File: src/hdl/rtpt_defines.svh
// constants for the real-time counter and periodic timer block
// assumes inclusion by bare name from the package and the top module
`ifndef RTPT_DEFINES_SVH
`define RTPT_DEFINES_SVH

// ------------------------------------------------------------
// widths
// ------------------------------------------------------------
`define RTPT_CNT_W        16
`define RTPT_PRE_W        15
`define RTPT_SEL_W        4
`define RTPT_ERR_W        7
`define RTPT_ACC_W        20
`define RTPT_ULPDIV_W     5
`define RTPT_PIT_EVT_N    8

// ------------------------------------------------------------
// reset values
// ------------------------------------------------------------
`define RTPT_CNT_RST      16'h0000
`define RTPT_PRE_RST      15'h0000
`define RTPT_ACC_RST      20'h00000

// ------------------------------------------------------------
// field codes and positions
// ------------------------------------------------------------
`define RTPT_PIT_OFF      4'h0
`define RTPT_PIT_MAXCODE  4'he
`define RTPT_PIT_EVT0_BIT 12
`define RTPT_STEP_SKIP    15'h0002
`define RTPT_STEP_NORM    15'h0001
`define RTPT_STEP_HOLD    15'h0000

`endif

File: src/hdl/rtpt_pkg.sv
// types shared by the real-time counter and periodic timer block
// assumes the defines header sits beside it
`include "rtpt_defines.svh"

package rtpt_pkg;

	// ------------------------------------------------------------
	// slow clock sources
	// ------------------------------------------------------------
	typedef enum logic [1:0] {
		RTPT_SRC_XTAL   = 2'b00,
		RTPT_SRC_EXTCLK = 2'b01,
		RTPT_SRC_ULP    = 2'b10,
		RTPT_SRC_ULP32  = 2'b11
	} rtpt_src_t;

	// ------------------------------------------------------------
	// complete block state
	// ------------------------------------------------------------
	typedef struct packed {
		logic [3:0]                    sync1;
		logic [3:0]                    sync2;
		logic                          ulp_prev;
		logic [`RTPT_ULPDIV_W-1:0]     ulp_div;
		logic                          slow_prev;
		logic [`RTPT_PRE_W-1:0]        pre;
		logic [`RTPT_ACC_W-1:0]        acc;
		logic [`RTPT_CNT_W-1:0]        cnt;
		logic                          ovf_flag;
		logic                          cmp_flag;
		logic                          pit_flag;
		logic                          ovf_evt;
		logic                          cmp_evt;
		logic                          pit_out;
		logic [`RTPT_PIT_EVT_N-1:0]    pit_evt;
	} rtpt_state_t;

endpackage : rtpt_pkg

File: src/hdl/rtpt_top.sv
// real-time counter and periodic interrupt timer, one shared prescaler
// assumes all config inputs come from logic on i_core_clk; clock pins are asynchronous
`timescale 1ns/1ps
`default_nettype none
`include "rtpt_defines.svh"

// Contract
// RULE1: sixteen-bit counter on prescaled ticks, compared to period and compare values
// RULE2: compare flag and event on first tick after counter equals compare
// RULE3: overflow flag and event on first tick after counter equals period; reload zero
// RULE4: slow clock chosen from crystal, external clock, low-power oscillator, oscillator/32
// RULE5: selected clock divided by fifteen-bit prescaler before reaching counter
// RULE6: correction skips or inserts prescaler counts, one ppm granularity
// RULE7: periodic timer runs independent of counter enable
// RULE8: periodic interrupt every power of two 4..32768; events 64..8192
// RULE9: core clock at least four times the slow clock for valid reads
// RULE10: software sets oscillator then source select before enabling functions
// RULE11: software loads compare/period, interrupt enables, then prescaler with enable
// RULE12: software checks busy flags before writing, also at first configuration
// RULE13: counter enabled by enable bit one, disabled by zero
// RULE14: software sets slow clock, periodic enable, then period with timer enable
// RULE15: periodic timer enabled by its bit one, disabled by zero
// RULE16: one shared prescaler; independent tick rate and periodic interval selections
// RULE17: prescaler stopped when both enables are zero, counts otherwise
// RULE18: first tick and first periodic interrupt may come anywhere within a period
// RULE19: periodic output toggles every half period after first interrupt
// RULE20: periodic output follows one prescaler bit; sixteen cycles uses bit three
// RULE21: prescaler code k divides slow clock by two to the power k
// RULE22: overflow and compare events last exactly one slow clock cycle
// RULE23: eight half-duty periodic events, periods 8192 down to 64
// RULE24: interrupt request while flag and enable both set, held until cleared
// RULE25: counter increments by one per tick, holds while disabled
module rtpt_top
	import rtpt_pkg::*;
(
	input  wire logic                        i_core_clk,
	input  wire logic                        i_reset,
	input  wire logic                        i_crystal_pin_one,
	input  wire logic                        i_ext_clock_pin,
	input  wire logic                        i_ultra_low_power_oscillator,
	input  wire rtpt_pkg::rtpt_src_t         i_slow_clock_source_select,
	input  wire logic                        i_counter_enable_bit,
	input  wire logic [`RTPT_SEL_W-1:0]      i_prescaler_select,
	input  wire logic                        i_crystal_correction_enable,
	input  wire logic                        i_calib_sign,
	input  wire logic [`RTPT_ERR_W-1:0]      i_calib_error,
	input  wire logic [`RTPT_CNT_W-1:0]      i_counter_period_value,
	input  wire logic [`RTPT_CNT_W-1:0]      i_compare_value,
	input  wire logic                        i_counter_overflow_irq_enable,
	input  wire logic                        i_compare_match_irq_enable,
	input  wire logic                        i_counter_overflow_clear,
	input  wire logic                        i_compare_match_clear,
	input  wire logic                        i_periodic_timer_enable_bit,
	input  wire logic [`RTPT_SEL_W-1:0]      i_periodic_period_select,
	input  wire logic                        i_periodic_irq_enable,
	input  wire logic                        i_periodic_flag_clear,
	output logic [`RTPT_CNT_W-1:0]           o_count,
	output logic                             o_counter_overflow_flag,
	output logic                             o_compare_match_flag,
	output logic                             o_periodic_flag,
	output logic                             o_counter_irq,
	output logic                             o_periodic_irq,
	output logic                             o_counter_overflow_event,
	output logic                             o_compare_match_event,
	output logic                             o_periodic_out,
	output logic [`RTPT_PIT_EVT_N-1:0]       o_periodic_events
);
	import rtpt_pkg::*;

	rtpt_state_t q;
	rtpt_state_t d;

	logic                      slow_lvl;
	logic                      slow_tick;
	logic                      pre_run;
	logic [`RTPT_ACC_W:0]      acc_sum;
	logic                      corr_now;
	logic [`RTPT_PRE_W-1:0]    step;
	logic [`RTPT_PRE_W:0]      mask_w;
	logic [`RTPT_PRE_W-1:0]    mask;
	logic                      cnt_tick;
	logic                      run_en;
	logic                      pit_en;
	logic                      ovf_set;
	logic                      cmp_set;
	logic                      pit_set;
	logic [`RTPT_PRE_W:0]      low_sum;

	// ------------------------------------------------------------
	// next state
	// ------------------------------------------------------------
	always_comb
	begin
		d = q;
		slow_lvl = 1'b0;
		run_en = i_counter_enable_bit;
		pit_en = i_periodic_timer_enable_bit;
		ovf_set = 1'b0;
		cmp_set = 1'b0;
		pit_set = 1'b0;

		// pin synchronisers, first stage read only by second
		d.sync1 = {1'b0, i_ultra_low_power_oscillator, i_ext_clock_pin, i_crystal_pin_one};
		d.sync2 = q.sync1;

		// oscillator divided by thirty-two
		d.ulp_prev = q.sync2[2];
		if (q.sync2[2] && !q.ulp_prev)
		begin
			d.ulp_div = q.ulp_div + `RTPT_ULPDIV_W'(1);
		end

		// source selection
		unique case (i_slow_clock_source_select)                    // [RULE4]
			RTPT_SRC_XTAL:   slow_lvl = q.sync2[0];
			RTPT_SRC_EXTCLK: slow_lvl = q.sync2[1];
			RTPT_SRC_ULP:    slow_lvl = q.sync2[2];
			RTPT_SRC_ULP32:  slow_lvl = q.ulp_div[`RTPT_ULPDIV_W-1];
		endcase
		d.slow_prev = slow_lvl;
		slow_tick = slow_lvl && !q.slow_prev;

		// shared prescaler with crystal correction
		pre_run = run_en || pit_en;                                 // [RULE17] [RULE7]
		acc_sum = {1'b0, q.acc} + {{(`RTPT_ACC_W-`RTPT_ERR_W+1){1'b0}}, i_calib_error};
		corr_now = i_crystal_correction_enable && acc_sum[`RTPT_ACC_W];
		step = `RTPT_STEP_NORM;
		if (corr_now)
		begin
			step = i_calib_sign ? `RTPT_STEP_SKIP : `RTPT_STEP_HOLD;  // [RULE6]
		end
		if (pre_run && slow_tick)
		begin
			d.pre = q.pre + step;                                   // [RULE5] [RULE16]
			if (i_crystal_correction_enable)
			begin
				d.acc = acc_sum[`RTPT_ACC_W-1:0];                   // [RULE6]
			end
		end

		// counter tick from prescaler wrap of low k bits
		mask_w = (`RTPT_PRE_W+1)'(1) << i_prescaler_select;
		mask_w = mask_w - (`RTPT_PRE_W+1)'(1);
		mask = mask_w[`RTPT_PRE_W-1:0];
		// carry out of the low k bits, so a skipped count still ticks
		low_sum = {1'b0, q.pre & mask} + {1'b0, step};
		cnt_tick = pre_run && slow_tick && (low_sum > {1'b0, mask}); // [RULE21] [RULE18] [RULE6]

		// overflow and compare events held for one slow cycle
		if (slow_tick)
		begin
			d.ovf_evt = 1'b0;                                       // [RULE22]
			d.cmp_evt = 1'b0;
		end

		// real-time counter
		if (run_en && cnt_tick)                                     // [RULE13] [RULE25]
		begin
			if (q.cnt == i_compare_value)                           // [RULE1]
			begin
				d.cmp_flag = 1'b1;                                  // [RULE2]
				cmp_set = 1'b1;
				d.cmp_evt = 1'b1;                                   // [RULE22]
			end
			if (q.cnt == i_counter_period_value)
			begin
				d.cnt = `RTPT_CNT_RST;                              // [RULE3]
				d.ovf_flag = 1'b1;
				d.ovf_evt = 1'b1;
				ovf_set = 1'b1;
			end
			else
			begin
				d.cnt = q.cnt + `RTPT_CNT_W'(1);                    // [RULE25]
			end
		end
		else if (!run_en)
		begin
			d.ovf_evt = 1'b0;
			d.cmp_evt = 1'b0;
		end

		// periodic output follows selected prescaler bit
		d.pit_out = 1'b0;
		if (pit_en && (i_periodic_period_select != `RTPT_PIT_OFF)
			&& (i_periodic_period_select <= `RTPT_PIT_MAXCODE))     // [RULE15]
		begin
			d.pit_out = d.pre[i_periodic_period_select];            // [RULE20] [RULE19] [RULE8]
		end
		pit_set = d.pit_out && !q.pit_out;
		if (pit_set)
		begin
			d.pit_flag = 1'b1;                                      // [RULE8] [RULE18]
		end

		// periodic events, half duty, 8192 down to 64
		for (int i = 0; i < `RTPT_PIT_EVT_N; i++)
		begin
			d.pit_evt[i] = pit_en && d.pre[`RTPT_PIT_EVT0_BIT - i]; // [RULE23]
		end

		// flag clears, a same-cycle set wins
		if (i_counter_overflow_clear && !ovf_set)
		begin
			d.ovf_flag = 1'b0;                                      // [RULE24]
		end
		if (i_compare_match_clear && !cmp_set)
		begin
			d.cmp_flag = 1'b0;
		end
		if (i_periodic_flag_clear && !pit_set)
		begin
			d.pit_flag = 1'b0;
		end
	end

	// ------------------------------------------------------------
	// state register
	// ------------------------------------------------------------
	always_ff @(posedge i_core_clk or posedge i_reset)
	begin
		if (i_reset)
		begin
			q <= '0;
		end
		else
		begin
			q <= d;
		end
	end

	// ------------------------------------------------------------
	// outputs
	// ------------------------------------------------------------
	assign o_count                  = q.cnt;
	assign o_counter_overflow_flag  = q.ovf_flag;
	assign o_compare_match_flag     = q.cmp_flag;
	assign o_periodic_flag          = q.pit_flag;
	assign o_counter_irq            = (q.ovf_flag && i_counter_overflow_irq_enable)
		|| (q.cmp_flag && i_compare_match_irq_enable);             // [RULE24]
	assign o_periodic_irq           = q.pit_flag && i_periodic_irq_enable; // [RULE24]
	assign o_counter_overflow_event = q.ovf_evt;
	assign o_compare_match_event    = q.cmp_evt;
	assign o_periodic_out           = q.pit_out;
	assign o_periodic_events        = q.pit_evt;

endmodule : rtpt_top

`default_nettype wire

File: config.mk
export PLATFORM = sky130hd
export DESIGN_NAME = rtpt_top
export DESIGN_NICKNAME = d
export VERILOG_FILES = /design/src/hdl/rtpt_pkg.sv /design/src/hdl/rtpt_top.sv
export VERILOG_INCLUDE_DIRS = /design/src /design/src/hdl
export SDC_FILE = /design/constraint.sdc
export NUM_CORES = 1
export LEC_CHECK = 0
export BUFFER_PORTS_ARGS = -buffer_cell sky130_fd_sc_hd__buf_2
export CORE_MARGIN = 2
export CORE_UTILIZATION = 30
export DETAILED_ROUTE_END_ITERATION = 10
export GPL_ROUTABILITY_DRIVEN = 0
export PLACE_DENSITY = 0.58
export SETUP_SLACK_MARGIN = 0.15
export SYNTH_ARGS = -nofsm -noshare
export SYNTH_HDL_FRONTEND = slang
export SYNTH_SLANG_ARGS = --single-unit
File: constraint.sdc
create_clock -name i_core_clk -period 6.1 [get_ports i_core_clk]
set_clock_uncertainty 0.1 [all_clocks]
set_input_delay 0.61 -clock i_core_clk [delete_from_list [all_inputs] [get_ports i_core_clk]]
set_output_delay 0.61 -clock i_core_clk [all_outputs]
set_load 0.1 [all_outputs]
==> report_table.html, run 1 <==
<table>
<tr><th>Metric</th><th>Value</th></tr>
<tr><th colspan="2">GRT</th></tr>
<tr><td>M3 GR Usage</td><td>3.793%</td></tr>
<tr><td>Largest net degree at the start of global routing</td><td>79</td></tr>
<tr><td>GRT Util Overall</td><td>14.95%</td></tr>
<tr><td>Total global routing overflow</td><td>0</td></tr>
<tr><td>Number of global-route vias before repair</td><td>4871</td></tr>
<tr><td>Global Route met2 Usage</td><td>24.13%</td></tr>
<tr><td>Most used routing layer</td><td>met2</td></tr>
<tr><td>Wire length of the first global-routing pass</td><td>25.88 mm</td></tr>
<tr><td>Global-route met1 utilization</td><td>19.96%</td></tr>
<tr><td>Antenna violations before repair</td><td>0</td></tr>
<tr><th colspan="2">Synth</th></tr>
<tr><td>Warnings, synthesis</td><td>0</td></tr>
<tr><td>Cell variety after synth</td><td>76</td></tr>
<tr><td>Fraction of the mapped netlist area in simple logic gates</td><td>25.22%</td></tr>
<tr><td>Post-synthesis sequential area ratio</td><td>32.30%</td></tr>
<tr><td>Share of the synthesized area in compound gates (AO/OA/AOI/OAI)</td><td>13.92%</td></tr>
<tr><td>Fraction of registers with async set or reset after synthesis</td><td>100.0%</td></tr>
<tr><td>Number of register bits inferred by synthesis</td><td>78</td></tr>
<tr><td>Multiplexer share of the synthesized area</td><td>2.775%</td></tr>
<tr><td>Post-synth EDFFs</td><td>0</td></tr>
<tr><td>Number of standard cells after synthesis</td><td>703</td></tr>
<tr><td>Average instance area after synthesis</td><td>8.595 um2</td></tr>
<tr><td>Fraction of the mapped netlist area in adder cells</td><td>6.502%</td></tr>
<tr><td>Dominant synthesized flop cell</td><td>sky130_fd_sc_hd__dfrtp_1</td></tr>
<tr><td>Post-Synthesis Cell Area</td><td>6042 um2</td></tr>
<tr><td>Main combinational cell family by area after synthesis</td><td>simple AND/OR/NAND/NOR gates</td></tr>
<tr><td>Post-synthesis net count</td><td>797</td></tr>
<tr><td>Xor/xnor share of the synthesized area</td><td>12.18%</td></tr>
<tr><th colspan="2">Detailed routing</th></tr>
<tr><td>Total DRC errors in the routed layout</td><td>0</td></tr>
<tr><td>1st-iter DRT viols</td><td>295</td></tr>
<tr><td>Number of iterations in the first detailed-routing pass</td><td>5</td></tr>
<tr><td>Vias after detailed routing</td><td>5205</td></tr>
<tr><td>Vias/cell</td><td>5.138</td></tr>
<tr><td>Overall routed net length</td><td>16.06 mm</td></tr>
<tr><td>Routed len/inst</td><td>15.86 um</td></tr>
<tr><td>ANT nets after route</td><td>0</td></tr>
<tr><th colspan="2">Timing</th></tr>
<tr><td>Total of endpoints with negative setup slack in the final report</td><td>0</td></tr>
<tr><td>Slew headroom</td><td>31.14%</td></tr>
<tr><td>Setup TNS after final layout</td><td>0 ns</td></tr>
<tr><td>Worst Setup Slack, final</td><td>0.8276 ns</td></tr>
<tr><td>Transition time of the tightest slew-check pin</td><td>1.019 ns</td></tr>
<tr><td>Fin. max-slew vios</td><td>0</td></tr>
<tr><td>Final Cycle Share</td><td>86.43%</td></tr>
<tr><td>Unrepaired setup endpoints after global routing</td><td>no</td></tr>
<tr><td>Number of endpoints with negative hold slack in the final report</td><td>0</td></tr>
<tr><td>Minimum clock period</td><td>5.272 ns</td></tr>
<tr><td>Peak Freq</td><td>189.7 MHz</td></tr>
<tr><th colspan="2">Floorplan</th></tr>
<tr><td>Total number of placement rows</td><td>51</td></tr>
<tr><td>Die Area</td><td>21290 um2</td></tr>
<tr><td>I/O pin count</td><td>96</td></tr>
<tr><td>Core footprint</td><td>19590 um2</td></tr>
<tr><td>Width of the chip</td><td>145.9 um</td></tr>
<tr><td>Die Y-Extent</td><td>145.9 um</td></tr>
<tr><td>Starting density of the core</td><td>30.84%</td></tr>
<tr><th colspan="2">Worst setup path</th></tr>
<tr><td>Cell occurring most often along the worst timing path</td><td>sky130_fd_sc_hd__ha_1</td></tr>
<tr><td>Critical Path Max Stage Delay</td><td>0.43 ns</td></tr>
<tr><td>Worst path slowest cell</td><td>sky130_fd_sc_hd__fa_1</td></tr>
<tr><td>Req. time, crit path</td><td>6.23 ns</td></tr>
<tr><td>Setup slack, reg-to-reg</td><td>0.83 ns</td></tr>
<tr><td>Category of the most critical setup path</td><td>input port to flip-flop</td></tr>
<tr><td>Ordered cell list for the critical path</td><td>buf_2 &gt; ha_1 &gt; fa_1 &gt; a211oi_1 &gt; o21ai_0 &gt; a21o_1 &gt; nand3_1 &gt; ha_1 &gt; maj3_1 &gt; nand3_1 &gt; nor4_1 &gt; xnor2_1 &gt; ha_1 &gt; nand4_1 &gt; o21ai_0 &gt; a211oi_1 &gt; a211o_1 &gt; a31oi_1 &gt; a21oi_2 &gt; buf_4 &gt; nand2b_4 &gt; o41ai_1</td></tr>
<tr><td>Family of cells with the greatest summed delay on the critical path</td><td>compound AO/OA/AOI/OAI gates</td></tr>
<tr><td>Type of element capturing the critical path</td><td>flip-flop</td></tr>
<tr><td>Worst Path Max Fanout</td><td>24</td></tr>
<tr><td>Setup crit start kind</td><td>input port</td></tr>
<tr><td>Buf/Inv on CP</td><td>2</td></tr>
<tr><td>Arr. time, crit path</td><td>5.40 ns</td></tr>
<tr><th colspan="2">CTS</th></tr>
<tr><td>Clock latency reported for the late side of the worst-skew pair</td><td>0.34 ns</td></tr>
<tr><td>CTS tree</td><td>yes</td></tr>
<tr><td>Number of buffers between clock root and the deepest sink</td><td>2</td></tr>
<tr><td>Number of H-tree branching levels</td><td>3</td></tr>
<tr><td>Number of instances resized during post-cts repair</td><td>0</td></tr>
<tr><td>Clock transition at path regs</td><td>0.06 ns</td></tr>
<tr><td>Number of sinks on the clock net</td><td>78</td></tr>
<tr><td>Number of buffers added by the clock tree synthesis step</td><td>9</td></tr>
<tr><td>Cell at the root of the clock tree</td><td>sky130_fd_sc_hd__clkbuf_16</td></tr>
<tr><td>Number of hold buffers added after CTS</td><td>0</td></tr>
<tr><td>Setup bufs post-CTS</td><td>0</td></tr>
<tr><th colspan="2">Pwr</th></tr>
<tr><td>Leak pwr</td><td>3.069 nW</td></tr>
<tr><td>Worst VDD drop</td><td>0.2019 mV</td></tr>
<tr><td>Total power per unit cell area</td><td>264.6 nW/um2</td></tr>
<tr><th colspan="2">Finish</th></tr>
<tr><td>Seq. cell area</td><td>1952 um2</td></tr>
<tr><td>Synthesis-to-layout area growth</td><td>13.09%</td></tr>
<tr><td>Number of inserted filler cells in the final layout</td><td>2056</td></tr>
<tr><td>Area of the multi-input gates</td><td>3667 um2</td></tr>
<tr><td>Antenna cells</td><td>0</td></tr>
<tr><td>Most frequent standard cell in the layout excluding fill and tap cells</td><td>sky130_fd_sc_hd__buf_2</td></tr>
<tr><td>Highest-count cells in the layout ignoring fill and taps</td><td>sky130_fd_sc_hd__buf_2 (95), sky130_fd_sc_hd__dfrtp_1 (78), sky130_fd_sc_hd__nand2_1 (61), sky130_fd_sc_hd__nor2_1 (46), sky130_fd_sc_hd__xor2_1 (44)</td></tr>
<tr><td>Post-layout instance count excluding filler cells</td><td>1013</td></tr>
<tr><td>Share of cells above drive strength 1</td><td>18.45%</td></tr>
<tr><td>Post-layout utilization of the core</td><td>34.88%</td></tr>
<tr><td>Net total in the final layout</td><td>837</td></tr>
<tr><th colspan="2">Placed design</th></tr>
<tr><td>Setup WS pre-CTS</td><td>0.4518 ns</td></tr>
<tr><td>HPWL after detailed placement</td><td>11.90 mm</td></tr>
<tr><td>Placed cell count</td><td>997</td></tr>
<tr><td>Port Buffer Count</td><td>95</td></tr>
<tr><th colspan="2">Outcome</th></tr>
<tr><td>Run status</td><td>complete, no violations</td></tr>
<tr><th colspan="2">Job</th></tr>
<tr><td>Number of violations of the max-capacitance limit</td><td>0</td></tr>
<tr><th colspan="2">Min path</th></tr>
<tr><td>Type of the worst min-delay path</td><td>flip-flop to flip-flop</td></tr>
</table>
-- synth_stat cells (all sizes together) (8+ instances only) --
cell type   n  area [um2]
clkbuf     36       135.1
and2       15       93.84
o31ai       8       60.06
and3       12       75.07
mux2i      10       100.1
dfrtp      78        1952
nor2b       9       56.30
ha         29       362.9
xor2       44       385.4
nor2       46       172.7
nor4       10       77.57
nand2b     13       88.83
nor3       32       160.2
buf        34       234.0
inv        16       60.06
o21ai      40       200.2
nand4      23       150.1
nand3      35       180.2
nand2      61       229.0
xnor2      40       350.3
a21oi      26       133.9
-- metal layers --
metal	vias up	share of wire, %
met5	-	0
li1	2556	-
met1	2458	44
met4	0	1.5
met3	16	6.9
met2	175	48
-- kinds of logic (layout without fill, tap and decap cells) --
kind of cell	after synthesis	after routing
simple gates	283	283
buf+inv	86	131
xor+xnor	84	84
mux	15	15
compound gates	126	126
flops	78	78
fa+ha+maj	31	31
-- stage by stage --
step	total power [W]	hold WS, ns	area, um2
3_5_place_dp	0.001239	0.2347	6518
6_report	0.001808	0.2439	6833
4_1_cts	0.001823	0.2462	6833
3_3_place_gp	0.001229	0.2341	6518
2_1_floorplan	0.001093	0.2312	6042
5_1_grt	0.001919	0.2539	6833
-- sequential cells by signal, summed over array words and instances (netlist names) --
name,flops
q,44
o_count,16
o_periodic_events,8
d,4
o_compare_match_event,1
o_compare_match_flag,1
o_counter_overflow_event,1
o_counter_overflow_flag,1
o_periodic_flag,1
o_periodic_out,1
-- cell type report --
cell class                      instances  share of cell area, %
Multi-Input combinational cell        539                  53.67
Clock inverter                          6                  1.264
Clock buffer                           10                  3.351
Timing Repair Buffer                   99                  7.398
Tap cell                              265                  4.853
Sequential cell                        78                  28.57
Inverter                               16                 0.8973
-- worst paths after layout --
kind | startpoint | end | cells after the start
max in group asynchronous | i_reset | o_count[15]$_DFFE_PP0P_ | 3
setup reg to reg | q[30]$_DFFE_PP0P_ | o_count[5]$_DFFE_PP0P_ | 21
hold reg to reg | d[74]$_DFF_PP0_ | d[71]$_DFF_PP0_ | 0
min in group asynchronous | i_reset | o_periodic_events[0]$_DFF_PP0_ | 3
setup / recovery | i_calib_error[0] | o_count[5]$_DFFE_PP0P_ | 22
hold / removal | d[74]$_DFF_PP0_ | d[71]$_DFF_PP0_ | 0
-- power breakdown --
group / switching (W) / leakage, nW / internal, W
logic: 0.000323 / 1.88 / 0.000230
registers: 0.0000941 / 1.04 / 0.000585
clock network: 0.000217 / 0.152 / 0.000358
No activity file was read; power rests on OpenSTA's default activity.
==> run 2, diff against run 1 <==
Settings changed: PLACE_DENSITY 0.58 to 0.59.
Clock period 6.1 ns to 4.8 ns, I/O delays scaled along.
==> run 2 against run 1 <==
Effect of this change: the run now ends with setup timing left; clock power is 25% higher; via count rose by 3.7%; combinational power is 50% higher; cell count grew 3.8%; flip-flop and latch count is the same; largest power group unchanged.
==> report_table.html, run 2 (synthesis results as in run 1) <==
<table>
<tr><th>Metric</th><th>Value</th></tr>
<tr><th colspan="2">CTS</th></tr>
<tr><td>Number of H-tree branching levels</td><td>3 (unchanged)</td></tr>
<tr><td>Number of hold buffers added after CTS</td><td>0 (unchanged)</td></tr>
<tr><td>Number of buffers added by the clock tree synthesis step</td><td>9 (unchanged)</td></tr>
<tr><td>Clock transition at path regs</td><td>0.06 ns (about the same)</td></tr>
<tr><td>Clock latency reported for the late side of the worst-skew pair</td><td>0.34 ns (about the same)</td></tr>
<tr><td>CTS tree</td><td>yes (unchanged)</td></tr>
<tr><td>Number of buffers between clock root and the deepest sink</td><td>2 (unchanged)</td></tr>
<tr><td>Number of sinks on the clock net</td><td>78 (unchanged)</td></tr>
<tr><td>Cell at the root of the clock tree</td><td>sky130_fd_sc_hd__clkbuf_16 (unchanged)</td></tr>
<tr><th colspan="2">Pwr</th></tr>
<tr><td>Total power per unit cell area</td><td>321.9 nW/um2 (was 264.6 nW/um2)</td></tr>
<tr><td>Leak pwr</td><td>3.376 nW (was 3.069 nW)</td></tr>
<tr><td>Worst VDD drop</td><td>0.2736 mV (was 0.2019 mV)</td></tr>
<tr><th colspan="2">Finish</th></tr>
<tr><td>Post-layout utilization of the core</td><td>37.94% (was 34.88%)</td></tr>
<tr><td>Most frequent standard cell in the layout excluding fill and tap cells</td><td>sky130_fd_sc_hd__buf_2 (unchanged)</td></tr>
<tr><td>Net total in the final layout</td><td>875 (was 837)</td></tr>
<tr><td>Number of flip-flops in the largest register</td><td>44 (unchanged)</td></tr>
<tr><td>Share of cells above drive strength 1</td><td>27.23% (was 18.45%)</td></tr>
<tr><td>Layout Cell Area excl Fill</td><td>7432 um2 (was 6833 um2)</td></tr>
<tr><td>Highest-count cells in the layout ignoring fill and taps</td><td>sky130_fd_sc_hd__buf_2 (95), sky130_fd_sc_hd__dfrtp_1 (78), sky130_fd_sc_hd__nand2_1 (61), sky130_fd_sc_hd__nor2_1 (44), sky130_fd_sc_hd__xor2_1 (44) (was sky130_fd_sc_hd__buf_2 (95), sky130_fd_sc_hd__dfrtp_1 (78), sky130_fd_sc_hd__nand2_1 (61), sky130_fd_sc_hd__nor2_1 (46), sky130_fd_sc_hd__xor2_1 (44))</td></tr>
<tr><td>Register with the highest flop count</td><td>q (unchanged)</td></tr>
<tr><td>Synthesis-to-layout area growth</td><td>23.01% (was 13.09%)</td></tr>
<tr><th colspan="2">Worst setup path</th></tr>
<tr><td>Type of element capturing the critical path</td><td>flip-flop (unchanged)</td></tr>
<tr><td>Capture instance of the worst register-to-register path</td><td>o_count[5]$_DFFE_PP0P_ (unchanged)</td></tr>
<tr><td>Worst Path Max Fanout</td><td>7 (was 24)</td></tr>
<tr><td>Arr. time, crit path</td><td>4.93 ns (was 5.40 ns)</td></tr>
<tr><td>Category of the most critical setup path</td><td>flip-flop to flip-flop (was input port to flip-flop)</td></tr>
<tr><td>Count of cells along the worst register-to-register path</td><td>21 (unchanged)</td></tr>
<tr><td>Setup crit start kind</td><td>flip-flop (was input port)</td></tr>
<tr><td>Req. time, crit path</td><td>4.92 ns (was 6.23 ns)</td></tr>
<tr><td>R2R Path Start</td><td>q[30]$_DFFE_PP0P_ (unchanged)</td></tr>
<tr><td>Setup slack, reg-to-reg</td><td>-0.009 ns (was 0.83 ns)</td></tr>
<tr><th colspan="2">Detailed routing</th></tr>
<tr><td>1st-iter DRT viols</td><td>354 (was 295)</td></tr>
<tr><td>Overall routed net length</td><td>16.38 mm (was 16.06 mm)</td></tr>
<tr><td>Number of iterations in the first detailed-routing pass</td><td>5 (unchanged)</td></tr>
<tr><td>Total DRC errors in the routed layout</td><td>0 (unchanged)</td></tr>
<tr><td>Routed len/inst</td><td>15.57 um (was 15.86 um)</td></tr>
<tr><td>ANT nets after route</td><td>0 (unchanged)</td></tr>
<tr><td>Vias/cell</td><td>5.128 (was 5.138)</td></tr>
<tr><td>Vias after detailed routing</td><td>5395 (was 5205)</td></tr>
<tr><th colspan="2">Timing</th></tr>
<tr><td>Total of endpoints with negative setup slack in the final report</td><td>4 (was 0)</td></tr>
<tr><td>Unrepaired setup endpoints after global routing</td><td>yes (was no)</td></tr>
<tr><td>Smallest hold slack</td><td>0.1090 ns (was 0.2439 ns)</td></tr>
<tr><td>Transition time of the tightest slew-check pin</td><td>0.6573 ns (was 1.019 ns)</td></tr>
<tr><td>Number of endpoints with negative hold slack in the final report</td><td>0 (unchanged)</td></tr>
<tr><td>Slew headroom</td><td>56.13% (was 31.14%)</td></tr>
<tr><td>Worst Setup Slack, final</td><td>-0.009120 ns (was 0.8276 ns)</td></tr>
<tr><td>Peak Freq</td><td>207.9 MHz</td></tr>
<tr><td>Fin. max-slew vios</td><td>0 (unchanged)</td></tr>
<tr><td>Final Cycle Share</td><td>100.2%</td></tr>
<tr><td>Minimum clock period</td><td>4.809 ns</td></tr>
<tr><td>Setup TNS after final layout</td><td>-0.02740 ns (was 0 ns)</td></tr>
<tr><th colspan="2">Job</th></tr>
<tr><td>Number of violations of the max-capacitance limit</td><td>0 (unchanged)</td></tr>
<tr><th colspan="2">Outcome</th></tr>
<tr><td>Failing checks</td><td>setup timing</td></tr>
<tr><td>Run status</td><td>finished with violations (was complete, no violations)</td></tr>
<tr><th colspan="2">Floorplan</th></tr>
<tr><td>Die Y-Extent</td><td>145.9 um (unchanged)</td></tr>
<tr><td>I/O pin count</td><td>96 (unchanged)</td></tr>
<tr><td>Total number of placement rows</td><td>51 (unchanged)</td></tr>
<tr><td>Starting density of the core</td><td>30.84% (unchanged)</td></tr>
<tr><td>Width of the chip</td><td>145.9 um (unchanged)</td></tr>
<tr><td>Die Area</td><td>21290 um2 (unchanged)</td></tr>
<tr><td>Core footprint</td><td>19590 um2 (unchanged)</td></tr>
<tr><th colspan="2">GRT</th></tr>
<tr><td>GRT Util Overall</td><td>15.17% (was 14.95%)</td></tr>
<tr><td>Wire length of the first global-routing pass</td><td>26.65 mm (was 25.88 mm)</td></tr>
<tr><td>Largest net degree at the start of global routing</td><td>41 (was 79)</td></tr>
<tr><td>Total global routing overflow</td><td>0 (unchanged)</td></tr>
<tr><td>Number of global-route vias before repair</td><td>5111 (was 4871)</td></tr>
<tr><td>Antenna violations before repair</td><td>2 (was 0)</td></tr>
<tr><th colspan="2">Placed design</th></tr>
<tr><td>Setup WS pre-CTS</td><td>-0.3887 ns (was 0.4518 ns)</td></tr>
<tr><td>HPWL after detailed placement</td><td>11.90 mm (about the same)</td></tr>
<tr><td>Port Buffer Count</td><td>95 (unchanged)</td></tr>
<tr><td>Post-detailed-placement cell area</td><td>6775 um2 (was 6518 um2)</td></tr>
<tr><th colspan="2">Min path</th></tr>
<tr><td>Type of the worst min-delay path</td><td>input port to async pin (was flip-flop to flip-flop)</td></tr>
</table>
-- run 2: cell type report --
class	count	area [um2]
multi-input cells	540	3934
inverters	16	61.31
clock buffers	14	284.0
clock inverters	2	37.54
flip-flops and latches	78	1952
repair buffers	136	829.5
diodes	1	2.502
well taps	265	331.6
fillers	1992	12160
-- run 2: report_power, final --
| group | total (W) | internal (W) | switching, W |
|---|---|---|---|
| registers | 0.000842 | 0.000745 | 0.0000971 |
| logic | 0.000833 | 0.000369 | 0.000464 |
| clock network | 0.000718 | 0.000460 | 0.000258 |
-- run 2: worst max-delay path by stage --
stage | cells past startpoint | to | slack, ns | start
detailed placement | 25 | o_count[4]$_DFFE_PP0P_ | -0.39 | i_calib_error[0]
finish | 21 | o_count[5]$_DFFE_PP0P_ | -0.009 | q[30]$_DFFE_PP0P_
global placement | 22 | o_count[8]$_DFFE_PP0P_ | -0.24 | i_calib_error[0]
floorplan | 23 | o_count[10]$_DFFE_PP0P_ | 0.18 | i_calib_error[0]
CTS | 22 | o_count[14]$_DFFE_PP0P_ | 0.09 | q[30]$_DFFE_PP0P_
global route | 22 | o_count[5]$_DFFE_PP0P_ | -0.30 | q[30]$_DFFE_PP0P_
-- run 2: repair_timing --
action,in CTS,in global routing
setup endpoints to repair,20,20
gates cloned,1,1
setup buffers,2,5
gates resized for setup,17,38
pin swaps,12,27
-- run 2: metal layers --
| metal | vias to the layer above | wire (um) | track usage (%) | part of all wire (%) |
|---|---|---|---|---|
| li1 | 2638 | - | - | - |
| met1 | 2525 | 7453 | 20.96 | 46 |
| met2 | 197 | 7363 | 23.58 | 45 |
| met3 | 33 | 1169 | 3.448 | 7.1 |
| met4 | 2 | 379 | 4.706 | 2.3 |
| met5 | - | 11 | 0 | 0.067 |
-- run 2: through the flow --
step | cells | total power (W)
3_3_place_gp | 1026 | 0.001647
2_1_floorplan | 703 | 0.001397
6_report | 1052 | 0.002392
4_1_cts | 1045 | 0.002401
5_1_grt | 1052 | 0.002550
3_5_place_dp | 1026 | 0.001655
-- run 2: worst max-delay path, stage by stage (launching register included) --
cell                       delay, ns
sky130_fd_sc_hd__dfrtp_1        0.38
sky130_fd_sc_hd__ha_2           0.20
sky130_fd_sc_hd__fa_2           0.35
sky130_fd_sc_hd__a211oi_2       0.27
sky130_fd_sc_hd__o211a_1        0.22
sky130_fd_sc_hd__and4bb_2       0.28
sky130_fd_sc_hd__xor2_1         0.17
sky130_fd_sc_hd__ha_2           0.21
sky130_fd_sc_hd__a21oi_2        0.04
sky130_fd_sc_hd__nand3b_1       0.23
sky130_fd_sc_hd__buf_4          0.19
sky130_fd_sc_hd__nor4_4         0.31
sky130_fd_sc_hd__xnor2_2        0.17
sky130_fd_sc_hd__ha_4           0.23
sky130_fd_sc_hd__nand4_1        0.11
sky130_fd_sc_hd__nor3_2         0.05
sky130_fd_sc_hd__a211o_1        0.32
sky130_fd_sc_hd__a31oi_4        0.19
sky130_fd_sc_hd__a21oi_4        0.10
sky130_fd_sc_hd__buf_12         0.15
sky130_fd_sc_hd__nand2b_4       0.19
sky130_fd_sc_hd__o41ai_2        0.23
